--- src/core/loader_params.svh ---
`ifndef LOADER_PARAMS_SVH
`define LOADER_PARAMS_SVH
// eeprom map and record layout
`define EE_DEV_ADDR     7'h57
`define USB_PTR_ADDR    8'h12
`define LAN_PTR_ADDR    8'h16
`define PTR_LAST_ADDR   8'h2e
`define PTR_STEP        8'h02
`define USB_REC_LEN     16'h0006
`define LAN_REC_LEN     16'h0008
`define USB_LAST_WORD   2'h2
`define LAN_LAST_WORD   2'h3
`define LAN_IFACE_BIT   0
`define USB_SPD_LSB     0
// smbus quarter-bit timing, least time rounds up
`define CLK_MHZ         200
`define SMB_QTR_NS      2500
`define SMB_QTR_CYC     ((`SMB_QTR_NS * `CLK_MHZ + 999) / 1000)
`define QCNT_MAX        10'((`SMB_QTR_CYC) - 1)
// apb register offsets
`define REG_CTRL        8'h00
`define REG_HOST        8'h04
`define REG_HOST_USB    8'h08
`define REG_HOST_LAN    8'h0c
`define REG_STATUS      8'h10
`define REG_IRQ_STAT    8'h14
`define REG_IRQ_CLR     8'h18
`define REG_IRQ_EN      8'h1c
`define REG_USB_OPT     8'h20
`define REG_USB_LVL     8'h24
`define REG_LAN_IDS     8'h28
`define REG_LAN_VER     8'h2c
// control and host fields
`define CTRL_START      0
`define CTRL_CFG_EN     1
`define CTRL_ACK        2
`define HOST_IFACE_BIT  0
`define HOST_SPD_LSB    1
// event bits
`define IRQ_DONE        0
`define IRQ_USB_LEN     1
`define IRQ_USB_COMPL   2
`define IRQ_USB_SLOW    3
`define IRQ_USB_DISC    4
`define IRQ_LAN_LEN     5
`define IRQ_LAN_IFACE   6
`define IRQ_LAN_VER     7
`define IRQ_NACK        8
`define IRQ_W           9
`endif

--- src/core/loader_pkg.sv ---
`include "loader_params.svh"
package loader_pkg;
    typedef enum logic [3:0] {
        M_IDLE = 4'h0, M_PTR = 4'h1, M_SCAN = 4'h2, M_BODY = 4'h3,
        M_ACK = 4'h4, M_CFG = 4'h5, M_DONE = 4'h6
    } main_state_t;
    typedef enum logic [1:0] {
        B_IDLE = 2'h0, B_START = 2'h1, B_BIT = 2'h2, B_STOP = 2'h3
    } bus_state_t;
    typedef enum logic {SEL_SVID = 1'b0, SEL_SID = 1'b1} id_sel_t;
    typedef logic [`IRQ_W-1:0] irq_vec_t;
    typedef struct packed {
        main_state_t ms;
        bus_state_t  bs;
        logic [1:0]  qtr;
        logic [9:0]  qcnt;
        logic [1:0]  frame;
        logic [3:0]  bitn;
        logic [7:0]  sh;
        logic        nack;
        logic        scl_oe;
        logic        sda_oe;
        logic        scl_s1, scl_s2, scl_s3, scl_f;
        logic        sda_s1, sda_s2, sda_s3, sda_f;
        logic        req;
        logic        hi;
        logic [7:0]  rd_addr;
        logic [7:0]  addr;
        logic [7:0]  word_lo;
        logic [15:0] rec_ptr;
        logic        rec;
        logic [1:0]  widx;
        logic        skip;
        logic        cfg_en;
        logic        host_iface;
        logic [1:0]  host_spd;
        logic [15:0] host_usb_lvl;
        logic [15:0] host_lan_ver;
        irq_vec_t    irq_stat;
        irq_vec_t    irq_en;
        logic [15:0] usb_opt;
        logic [1:0]  usb_spd;
        logic        usb_opt_valid;
        logic [15:0] usb_lvl;
        logic [15:0] lan_svid;
        logic [15:0] lan_sid;
        logic [15:0] lan_ver;
        logic        mac_dis;
        logic        lan_dis;
        logic        cfg_valid;
        id_sel_t     cfg_sel;
        logic [31:0] prdata;
        logic        pslverr;
    } loader_state_t;
endpackage : loader_pkg

--- src/core/riser_usb_lan_config_loader.sv ---
// The placing of the registers and the APB register port are this design's own decisions.
`timescale 1ns/1ps
`default_nettype none
`include "loader_params.svh"
module riser_usb_lan_config_loader
(
    // clock and reset
    input  wire logic          ref_clk,
    input  wire logic          rst_n,
    // apb slave
    input  wire logic          psel,
    input  wire logic          penable,
    input  wire logic          pwrite,
    input  wire logic [7:0]    paddr,
    input  wire logic [31:0]   pwdata,
    output logic [31:0]        prdata,
    output logic               pready,
    output logic               pslverr,
    // smbus pins
    input  wire logic          scl_i,
    output logic               scl_o,
    output logic               scl_oe,
    input  wire logic          sda_i,
    output logic               sda_o,
    output logic               sda_oe,
    // operator and status
    input  wire logic          err_ack,
    output logic               irq,
    output logic               mac_disable,
    output logic               lan_disable,
    output logic               usb_opt_valid,
    output logic [15:0]        usb_opt_word,
    // pci configuration writes
    output logic               cfg_wr_valid,
    output loader_pkg::id_sel_t cfg_wr_sel,
    output logic [15:0]        cfg_wr_data,
    input  wire logic          cfg_wr_ready
);
    import loader_pkg::*;

    loader_state_t r;
    loader_state_t next_r;

    always_comb
    begin
        logic        tick;
        logic        adv;
        logic        bit8;
        logic        wr_frame;
        logic        byte_done;
        logic        word_rdy;
        logic        go_end;
        logic        last;
        logic        wr;
        logic        setup;
        logic        hit;
        logic        start_wr;
        logic        ack;
        logic [7:0]  rd_byte;
        logic [15:0] w;
        logic [15:0] len;
        logic [31:0] rdat;
        irq_vec_t    set;
        irq_vec_t    clr;
        irq_vec_t    body_err;
        next_r    = r;
        tick      = (r.qcnt == `QCNT_MAX);
        adv       = 1'b0;
        bit8      = (r.bitn == 4'h8);
        wr_frame  = (r.frame != 2'h3);
        byte_done = 1'b0;
        word_rdy  = 1'b0;
        go_end    = 1'b0;
        last      = 1'b0;
        wr        = psel & penable & pwrite;
        setup     = psel & ~penable;
        hit       = 1'b1;
        start_wr  = 1'b0;
        ack       = err_ack;
        rd_byte   = r.nack ? 8'hff : r.sh;
        w         = 16'h0000;
        len       = 16'h0000;
        rdat      = 32'h0000_0000;
        set       = '0;
        clr       = '0;
        body_err  = '0;

        // pin synchronisers, a change counts once stages two and three agree
        next_r.scl_s1 = scl_i;
        next_r.scl_s2 = r.scl_s1;
        next_r.scl_s3 = r.scl_s2;
        next_r.sda_s1 = sda_i;
        next_r.sda_s2 = r.sda_s1;
        next_r.sda_s3 = r.sda_s2;
        if (r.scl_s2 == r.scl_s3)
            next_r.scl_f = r.scl_s3;
        if (r.sda_s2 == r.sda_s3)
            next_r.sda_f = r.sda_s3;

        // apb register access
        if (wr)
        begin
            case (paddr)
                `REG_CTRL:
                begin
                    start_wr      = pwdata[`CTRL_START] && (r.ms == M_IDLE);
                    next_r.cfg_en = pwdata[`CTRL_CFG_EN];
                    ack           = err_ack | pwdata[`CTRL_ACK];
                end
                `REG_HOST:
                begin
                    next_r.host_iface = pwdata[`HOST_IFACE_BIT];
                    next_r.host_spd   = pwdata[`HOST_SPD_LSB +: 2];
                end
                `REG_HOST_USB: next_r.host_usb_lvl = pwdata[15:0];
                `REG_HOST_LAN: next_r.host_lan_ver = pwdata[15:0];
                `REG_IRQ_CLR:  clr = pwdata[`IRQ_W-1:0];
                `REG_IRQ_EN:   next_r.irq_en = pwdata[`IRQ_W-1:0];
                default: ;
            endcase
        end
        case (paddr)
            `REG_CTRL:     rdat = {30'h0000_0000, r.cfg_en, 1'b0};
            `REG_HOST:     rdat = {29'h0000_0000, r.host_spd, r.host_iface};
            `REG_HOST_USB: rdat = {16'h0000, r.host_usb_lvl};
            `REG_HOST_LAN: rdat = {16'h0000, r.host_lan_ver};
            `REG_STATUS:   rdat = {24'h00_0000, r.ms, r.usb_opt_valid, r.lan_dis, r.mac_dis, (r.ms != M_IDLE)};
            `REG_IRQ_STAT: rdat = {23'h00_0000, r.irq_stat};
            `REG_IRQ_CLR:  rdat = 32'h0000_0000;
            `REG_IRQ_EN:   rdat = {23'h00_0000, r.irq_en};
            `REG_USB_OPT:  rdat = {14'h0000, r.usb_spd, r.usb_opt};
            `REG_USB_LVL:  rdat = {16'h0000, r.usb_lvl};
            `REG_LAN_IDS:  rdat = {r.lan_sid, r.lan_svid};
            `REG_LAN_VER:  rdat = {16'h0000, r.lan_ver};
            default:       hit  = 1'b0;
        endcase
        next_r.prdata  = setup ? rdat : r.prdata;
        next_r.pslverr = setup & ~hit;

        adv = tick && !(r.qtr == 2'h2 && !r.scl_f);
        if (r.bs == B_IDLE)
            next_r.qcnt = 10'h000;
        else if (!adv)
        begin
            if (!tick)
                next_r.qcnt = r.qcnt + 10'h001;
        end
        else
        begin
            next_r.qcnt = 10'h000;
            next_r.qtr  = r.qtr + 2'h1;
            case (r.qtr)
                2'h0:
                begin
                    case (r.bs)
                        B_START: next_r.sda_oe = 1'b0;
                        B_STOP:  next_r.sda_oe = 1'b1;
                        B_BIT:   next_r.sda_oe = bit8 ? 1'b0 : (wr_frame & ~r.sh[7]);
                        default: ;
                    endcase
                end
                2'h1: next_r.scl_oe = 1'b0;
                2'h2:
                begin
                    case (r.bs)
                        B_START: next_r.sda_oe = 1'b1;
                        B_STOP:  next_r.sda_oe = 1'b0;
                        B_BIT:
                        begin
                            if (bit8)
                            begin
                                if (wr_frame && r.sda_f)
                                begin
                                    next_r.nack     = 1'b1;
                                    set[`IRQ_NACK]  = 1'b1;
                                end
                            end
                            else if (!wr_frame)
                                next_r.sh = {r.sh[6:0], r.sda_f};
                        end
                        default: ;
                    endcase
                end
                default:
                begin
                    case (r.bs)
                        B_START:
                        begin
                            next_r.scl_oe = 1'b1;
                            next_r.bs     = B_BIT;
                            next_r.bitn   = 4'h0;
                            next_r.sh     = {`EE_DEV_ADDR, (r.frame == 2'h2)};
                        end
                        B_STOP:
                        begin
                            next_r.bs = B_IDLE;
                            byte_done = 1'b1;
                        end
                        B_BIT:
                        begin
                            next_r.scl_oe = 1'b1;
                            if (!bit8)
                            begin
                                next_r.bitn = r.bitn + 4'h1;
                                if (wr_frame)
                                    next_r.sh = {r.sh[6:0], 1'b0};
                            end
                            else
                            begin
                                next_r.bitn = 4'h0;
                                if (r.nack || r.frame == 2'h3)
                                    next_r.bs = B_STOP;
                                else if (r.frame == 2'h1)
                                begin
                                    next_r.bs    = B_START;
                                    next_r.frame = 2'h2;
                                end
                                else
                                begin
                                    next_r.frame = r.frame + 2'h1;
                                    next_r.sh    = r.rd_addr;
                                end
                            end
                        end
                        default: ;
                    endcase
                end
            endcase
        end

        // record walk
        case (r.ms)
            M_IDLE:
            begin
                if (start_wr)
                begin
                    next_r.addr          = `USB_PTR_ADDR;
                    next_r.rec           = 1'b0;
                    next_r.hi            = 1'b0;
                    next_r.req           = 1'b0;
                    next_r.skip          = 1'b0;
                    next_r.mac_dis       = 1'b0;
                    next_r.lan_dis       = 1'b0;
                    next_r.usb_opt_valid = 1'b0;
                    next_r.ms            = M_PTR;
                end
            end
            M_PTR, M_SCAN, M_BODY:
            begin
                if (!r.req)
                begin
                    next_r.req     = 1'b1;
                    next_r.bs      = B_START;
                    next_r.frame   = 2'h0;
                    next_r.qtr     = 2'h0;
                    next_r.nack    = 1'b0;
                    next_r.rd_addr = r.addr + {7'h00, r.hi};
                end
                else if (byte_done)
                begin
                    next_r.req = 1'b0;
                    next_r.hi  = ~r.hi;
                    if (!r.hi)
                        next_r.word_lo = rd_byte;
                    else
                    begin
                        // second byte read is the upper byte
                        w           = {rd_byte, r.word_lo};
                        word_rdy    = 1'b1;
                        next_r.addr = r.addr + `PTR_STEP;
                    end
                end
            end
            M_ACK:
            begin
                if (ack)
                begin
                    next_r.ms = M_BODY;
                    go_end    = r.skip;
                end
            end
            M_CFG:
            begin
                if (cfg_wr_ready)
                begin
                    if (r.cfg_sel == SEL_SVID)
                        next_r.cfg_sel = SEL_SID;
                    else
                    begin
                        next_r.cfg_valid = 1'b0;
                        next_r.ms        = M_DONE;
                    end
                end
            end
            M_DONE:
            begin
                set[`IRQ_DONE] = 1'b1;
                next_r.ms      = M_IDLE;
            end
            default: next_r.ms = M_IDLE;
        endcase

        if (word_rdy)
        begin
            case (r.ms)
                M_PTR:
                begin
                    next_r.rec_ptr = w;
                    next_r.ms      = M_SCAN;
                end
                M_SCAN:
                begin
                    if (w != 16'h0000 || r.addr == `PTR_LAST_ADDR)
                    begin
                        len         = w - r.rec_ptr;
                        next_r.addr = r.rec_ptr[7:0];
                        next_r.widx = 2'h0;
                        next_r.ms   = M_BODY;
                        if (!r.rec && len != `USB_REC_LEN)
                            set[`IRQ_USB_LEN] = 1'b1;
                        if (r.rec && len != `LAN_REC_LEN)
                            set[`IRQ_LAN_LEN] = 1'b1;
                        if (set[`IRQ_USB_LEN] || set[`IRQ_LAN_LEN])
                        begin
                            next_r.skip = 1'b1;
                            next_r.ms   = M_ACK;
                        end
                    end
                end
                M_BODY:
                begin
                    next_r.widx = r.widx + 2'h1;
                    last = (r.widx == (r.rec ? `LAN_LAST_WORD : `USB_LAST_WORD));
                    if (!r.rec)
                    begin
                        case (r.widx)
                            2'h0:
                            begin
                                next_r.usb_opt = {w[15:2], 2'b00};
                                next_r.usb_spd = w[`USB_SPD_LSB +: 2];
                            end
                            2'h1:
                            begin
                                next_r.usb_lvl = w;
                                body_err[`IRQ_USB_COMPL] = (w > r.host_usb_lvl);
                                next_r.usb_opt_valid = 1'b1;
                                body_err[`IRQ_USB_SLOW] = (r.usb_spd > r.host_spd);
                                body_err[`IRQ_USB_DISC] = (r.usb_spd < r.host_spd);
                            end
                            default: ;
                        endcase
                    end
                    else
                    begin
                        case (r.widx)
                            2'h0:
                            begin
                                if (w[`LAN_IFACE_BIT] != r.host_iface)
                                begin
                                    next_r.mac_dis            = 1'b1;
                                    body_err[`IRQ_LAN_IFACE]  = 1'b1;
                                end
                            end
                            2'h1: next_r.lan_svid = w;
                            2'h2: next_r.lan_sid = w;
                            default:
                            begin
                                next_r.lan_ver = w;
                                if (w > r.host_lan_ver)
                                begin
                                    next_r.lan_dis         = 1'b1;
                                    body_err[`IRQ_LAN_VER] = 1'b1;
                                end
                            end
                        endcase
                    end
                    set = set | body_err;
                    if (body_err != '0)
                    begin
                        next_r.skip = last;
                        next_r.ms   = M_ACK;
                    end
                    else
                        go_end = last;
                end
                default: ;
            endcase
        end

        if (go_end)
        begin
            next_r.skip = 1'b0;
            if (!r.rec)
            begin
                next_r.rec  = 1'b1;
                next_r.addr = `LAN_PTR_ADDR;
                next_r.ms   = M_PTR;
            end
            else if (r.cfg_en && !r.skip && !next_r.mac_dis && !next_r.lan_dis)
            begin
                next_r.cfg_valid = 1'b1;
                next_r.cfg_sel   = SEL_SVID;
                next_r.ms        = M_CFG;
            end
            else
                next_r.ms = M_DONE;
        end

        // sticky flags, set wins over clear
        next_r.irq_stat = (r.irq_stat & ~clr) | set;
    end

    always_ff @(posedge ref_clk or negedge rst_n)
    begin
        if (!rst_n)
            r <= '0;
        else
            r <= next_r;
    end

    assign prdata        = r.prdata;
    assign pready        = 1'b1;
    assign pslverr       = r.pslverr;
    assign scl_o         = 1'b0;
    assign scl_oe        = r.scl_oe;
    assign sda_o         = 1'b0;
    assign sda_oe        = r.sda_oe;
    assign irq           = |(r.irq_stat & r.irq_en);
    assign mac_disable   = r.mac_dis;
    assign lan_disable   = r.lan_dis;
    assign usb_opt_valid = r.usb_opt_valid;
    assign usb_opt_word  = r.usb_opt;
    assign cfg_wr_valid  = r.cfg_valid;
    assign cfg_wr_sel    = r.cfg_sel;
    assign cfg_wr_data   = (r.cfg_sel == SEL_SID) ? r.lan_sid : r.lan_svid;
endmodule : riser_usb_lan_config_loader
`default_nettype wire

--- config.mk ---
export PLATFORM = sky130hd
export DESIGN_NAME = riser_usb_lan_config_loader
export DESIGN_NICKNAME = d
export VERILOG_FILES = /design/src/core/loader_pkg.sv /design/src/core/riser_usb_lan_config_loader.sv
export VERILOG_INCLUDE_DIRS = /design/src /design/src/core
export SDC_FILE = /design/constraint.sdc
export NUM_CORES = 1
export LEC_CHECK = 0
export ABC_AREA = 1
export BUFFER_PORTS_ARGS = -buffer_cell sky130_fd_sc_hd__buf_2
export CAP_MARGIN = 20
export CORE_UTILIZATION = 50
export CTS_BUF_LIST = sky130_fd_sc_hd__clkbuf_2
export DETAILED_ROUTE_END_ITERATION = 6
export GPL_ROUTABILITY_DRIVEN = 0
export GPL_TIMING_DRIVEN = 0
export HOLD_SLACK_MARGIN = 0.08
export PLACE_DENSITY = 0.81
export SYNTH_ARGS = -nofsm -noshare
export SYNTH_HDL_FRONTEND = slang
export SYNTH_SLANG_ARGS = --single-unit
--- constraint.sdc ---
create_clock -name ref_clk -period 3.5 [get_ports ref_clk]
set_input_delay 0.175 -clock ref_clk [delete_from_list [all_inputs] [get_ports ref_clk]]
set_output_delay 0.175 -clock ref_clk [all_outputs]
set_load 0.05 [all_outputs]
==> run summary <==
largest fanout on the critical path -> 6
Initial Utilization -> 51.10%
post-synth design cell area -> 14710 sq um
initial antenna violation count -> 1
number of storage elements in the synthesis netlist -> 261
number of remaining DRC errors -> 0
total CTS buffers -> 69
Worst Hold Class -> in -> reg
wire length of the first global-routing pass -> 74.60 mm
synthesized area divided by synthesized cell count -> 7.839 sq um
Data arrival, critical path -> 4760 ps
Achievable Freq -> 252.0 MHz
input/output buffers -> 103
Pwr Total -> 5.608 mW
power density cells -> 312.3 nW/um^2
Req. time, crit path -> 4300 ps
share of synthesized registers carrying an async set or reset -> 100.0%
final worst path period need -> 3968 ps
crit-path max cell delay -> 430 ps
ratio of final minimum period to clock period -> 113.4%
depth of the CTS H-tree -> 3
die height -> 173.5 um
startpoint kind of the worst setup timing path -> flop
die area -> 30100 sq um
clock buffer depth -> 3
Tot GR Track Use -> 31.60%
sum of overflow across all layers after global routing -> 0
sinks on the clock net -> 261
reg-to-reg setup timing slack -> -470 ps
accumulated negative setup slack -> -6052 ps
run status -> finished with violations
number of synthesis warnings -> 0
Top cell by count, worst path -> sky130_fd_sc_hd__nand2_2
cell count after synthesis -> 1876
Final Skew -> 100.4 ps
Die Wd -> 173.5 um
vias in the first global route -> 14370
Final Max Tran Viols -> 0
Final Routed Wirelength -> 47.93 mm
share of layout cells above drive strength 1 -> 20.07%
Maximum Capacitance Violations -> 0
area overhead of the layout relative to synthesis -> 22.10%
VDD IR-drop max -> 0.2004 mV
Tightest Pin Transition -> 1129 ps
detailed placer's ending HPWL -> 33.10 mm
final critical-path setup slack -> -467.5 ps
Routed WL per cell -> 18.45 um
Critical Path End Type -> flop
NumNets Final -> 2289
leakage component of the power -> 8.834 nW
clk root buf -> sky130_fd_sc_hd__clkbuf_2
endpoints failing setup -> 17
violations in the final reports -> negative setup slack
clock-pin slew on the worst setup and hold paths -> 100 ps
Hold Fails Final Rpt -> 0
CORE AREA -> 28780 sq um
router iterations before antenna repair -> 6
Post-synth EDFFs -> 0
clock tree from TritonCTS -> built
classification of the worst setup path -> reg -> reg
count of distinct cell types in the synthesized netlist -> 52
number of top-level pins -> 125
normalized max-slew margin -> 24.43%
Vias/cell -> 5.688
FP Rows -> 62
worst-path cell with the longest stage delay -> sky130_fd_sc_hd__dfrtp_1
starting DRC count in detailed routing -> 1635
leading register cell type out of synthesis -> sky130_fd_sc_hd__dfrtp_1
maximum number of pins on one net before global-route repair -> 114
part of the Yosys area used for sequential elements -> 44.41%
clock latency on the worst-skew pair -> 940 ps
DRT antenna net count -> 0
setup repair after global routing missed its margin -> true
total number of vias -> 14770
## stage by stage
stage | hold slack [ps] | cell area, sq um | util [%] | std cells | worst slack [ps]
after floorplan | -120.6 | 14810 | - | 1880 | -35.60
after global placement | 285.2 | 15810 | 54.93 | 2367 | -2321
after detailed placement | 144.8 | 15880 | 55.16 | 2369 | -1235
after CTS | 82.47 | 17690 | 61.47 | 2582 | -315.7
after global routing | 109.3 | 17950 | 62.39 | 2597 | -703.5
final | 120.4 | 17950 | 62.39 | 2597 | -467.5
## repair_timing
item | 4_1_cts | 5_1_grt
pin swaps | 45 | 38
hold buffers | 51 | 0
gates resized for setup | 79 | 41
setup buffers | 43 | 16
hold endpoints to repair | 351 | 0
setup endpoints to repair | 20 | 29
cloned | 1 | 0
## power breakdown
part	switching [mW]	total, mW	internal, mW
logic	0.200	0.309	0.109
clock network	1.38	2.24	0.859
registers	0.0230	3.06	3.04
## placed cells by master, fill, tap and decap left out, types with 11 or more instances in the layout
| cell | n |
|---|---|
| sky130_fd_sc_hd__a21oi_1 | 61 |
| sky130_fd_sc_hd__nand3_1 | 60 |
| sky130_fd_sc_hd__o22ai_1 | 16 |
| sky130_fd_sc_hd__clkbuf_1 | 47 |
| sky130_fd_sc_hd__a221oi_1 | 24 |
| sky130_fd_sc_hd__dlygate4sd3_1 | 50 |
| sky130_fd_sc_hd__nor3_1 | 22 |
| sky130_fd_sc_hd__nand4_1 | 23 |
| sky130_fd_sc_hd__nor2_1 | 116 |
| sky130_fd_sc_hd__o21ai_0 | 234 |
| sky130_fd_sc_hd__nand2_2 | 19 |
| sky130_fd_sc_hd__inv_1 | 250 |
| sky130_fd_sc_hd__nor2_2 | 11 |
| sky130_fd_sc_hd__buf_2 | 102 |
| sky130_fd_sc_hd__nand2_1 | 434 |
| sky130_fd_sc_hd__clkbuf_2 | 87 |
| sky130_fd_sc_hd__buf_4 | 101 |
| sky130_fd_sc_hd__dfrtp_1 | 260 |
| sky130_fd_sc_hd__clkinv_1 | 21 |
| sky130_fd_sc_hd__nor2_4 | 17 |
| sky130_fd_sc_hd__ha_1 | 60 |
| sky130_fd_sc_hd__inv_2 | 12 |
## synth_stat cells (all sizes together) (3+ instances only)
| cell type | instances | area share [%] |
|---|---|---|
| o31ai | 10 | 0.51 |
| o21ai | 247 | 8.5 |
| dfrtp | 261 | 44 |
| nand4 | 24 | 1.1 |
| a31oi | 9 | 0.38 |
| nor4 | 7 | 0.34 |
| inv | 265 | 6.8 |
| xnor2 | 6 | 0.36 |
| a221oi | 25 | 1.5 |
| nor3 | 24 | 0.89 |
| clkbuf | 48 | 1.2 |
| o22ai | 16 | 0.68 |
| ha | 75 | 6.4 |
| buf | 54 | 2.8 |
| nor2 | 145 | 4.0 |
| a22o | 4 | 0.24 |
| xor2 | 10 | 0.60 |
| a21o | 5 | 0.26 |
| nand2 | 463 | 12 |
| nand3 | 72 | 2.6 |
| a21oi | 69 | 2.3 |
| a31o | 5 | 0.30 |
| a211oi | 3 | 0.15 |
| o211ai | 6 | 0.34 |
## worst max-delay path: cells and delay by family, from the launching register on
| kind | cells | cell delay, ps |
|---|---|---|
| compound gates | 2 | 320 |
| flops | 1 | 430 |
| buf+inv | 5 | 620 |
| simple gates | 19 | 2100 |
| fa+ha+maj | 2 | 430 |
## kinds of logic (layout without fill, tap and decap cells)
group                    Yosys count  count (layout)  synth area share [%]
AND/OR/NAND/NOR                  741             741                 21.19
AO/OA/AOI/OAI                    411             411                 15.92
buffers and inverters            367             699                 10.82
flip-flops                       261             261                 44.41
adder cells (fa/ha/maj)           78              78                 6.654
XOR/XNOR                          16              16                0.9529
other                              2               7               0.05107
## routing by layer
| metal | share of wire [%] | up-vias | track usage (%) | routed length [um] |
|---|---|---|---|---|
| li1 | - | 6725 | - | - |
| met1 | 37 | 6839 | 37.53 | 17530 |
| met2 | 46 | 955 | 49.95 | 21880 |
| met3 | 10 | 252 | 8.509 | 4970 |
| met4 | 7.4 | 0 | 22.12 | 3535 |
| met5 | 0 | - | 0 | 0 |
## flip-flops by register name, indices dropped and copies added (netlist names)
register,count
mac_disable,1
pslverr,1
usb_opt_valid,1
usb_opt_word,14
sda_oe,1
cfg_wr_sel,1
cfg_wr_valid,1
r,203
scl_oe,1
prdata,32
lan_disable,1
next_r,4
## layout make-up
class	instances	area, sq um
Antenna cell	1	2.502
Buffer	102	630.6
Clock buffer	87	435.4
Clock inverter	32	202.7
Fill cell	2293	10830
Inverter	265	1007
Multi-Input combinational cell	1252	7079
Sequential cell	261	6533
Tap cell	384	480.5
Timing Repair Buffer	213	1584
## worst paths after layout
path	cells after the start	from	endpoint
setup / recovery	28	r[256]	r[261]
hold / removal	4	pwdata[3]	r[157]
setup reg to reg	28	r[256]	r[261]
hold reg to reg	0	next_r[226]	next_r[225]
max in group asynchronous	4	rst_n	r[245]
min in group asynchronous	4	rst_n	r[147]
(Power assumes the default switching activity.)
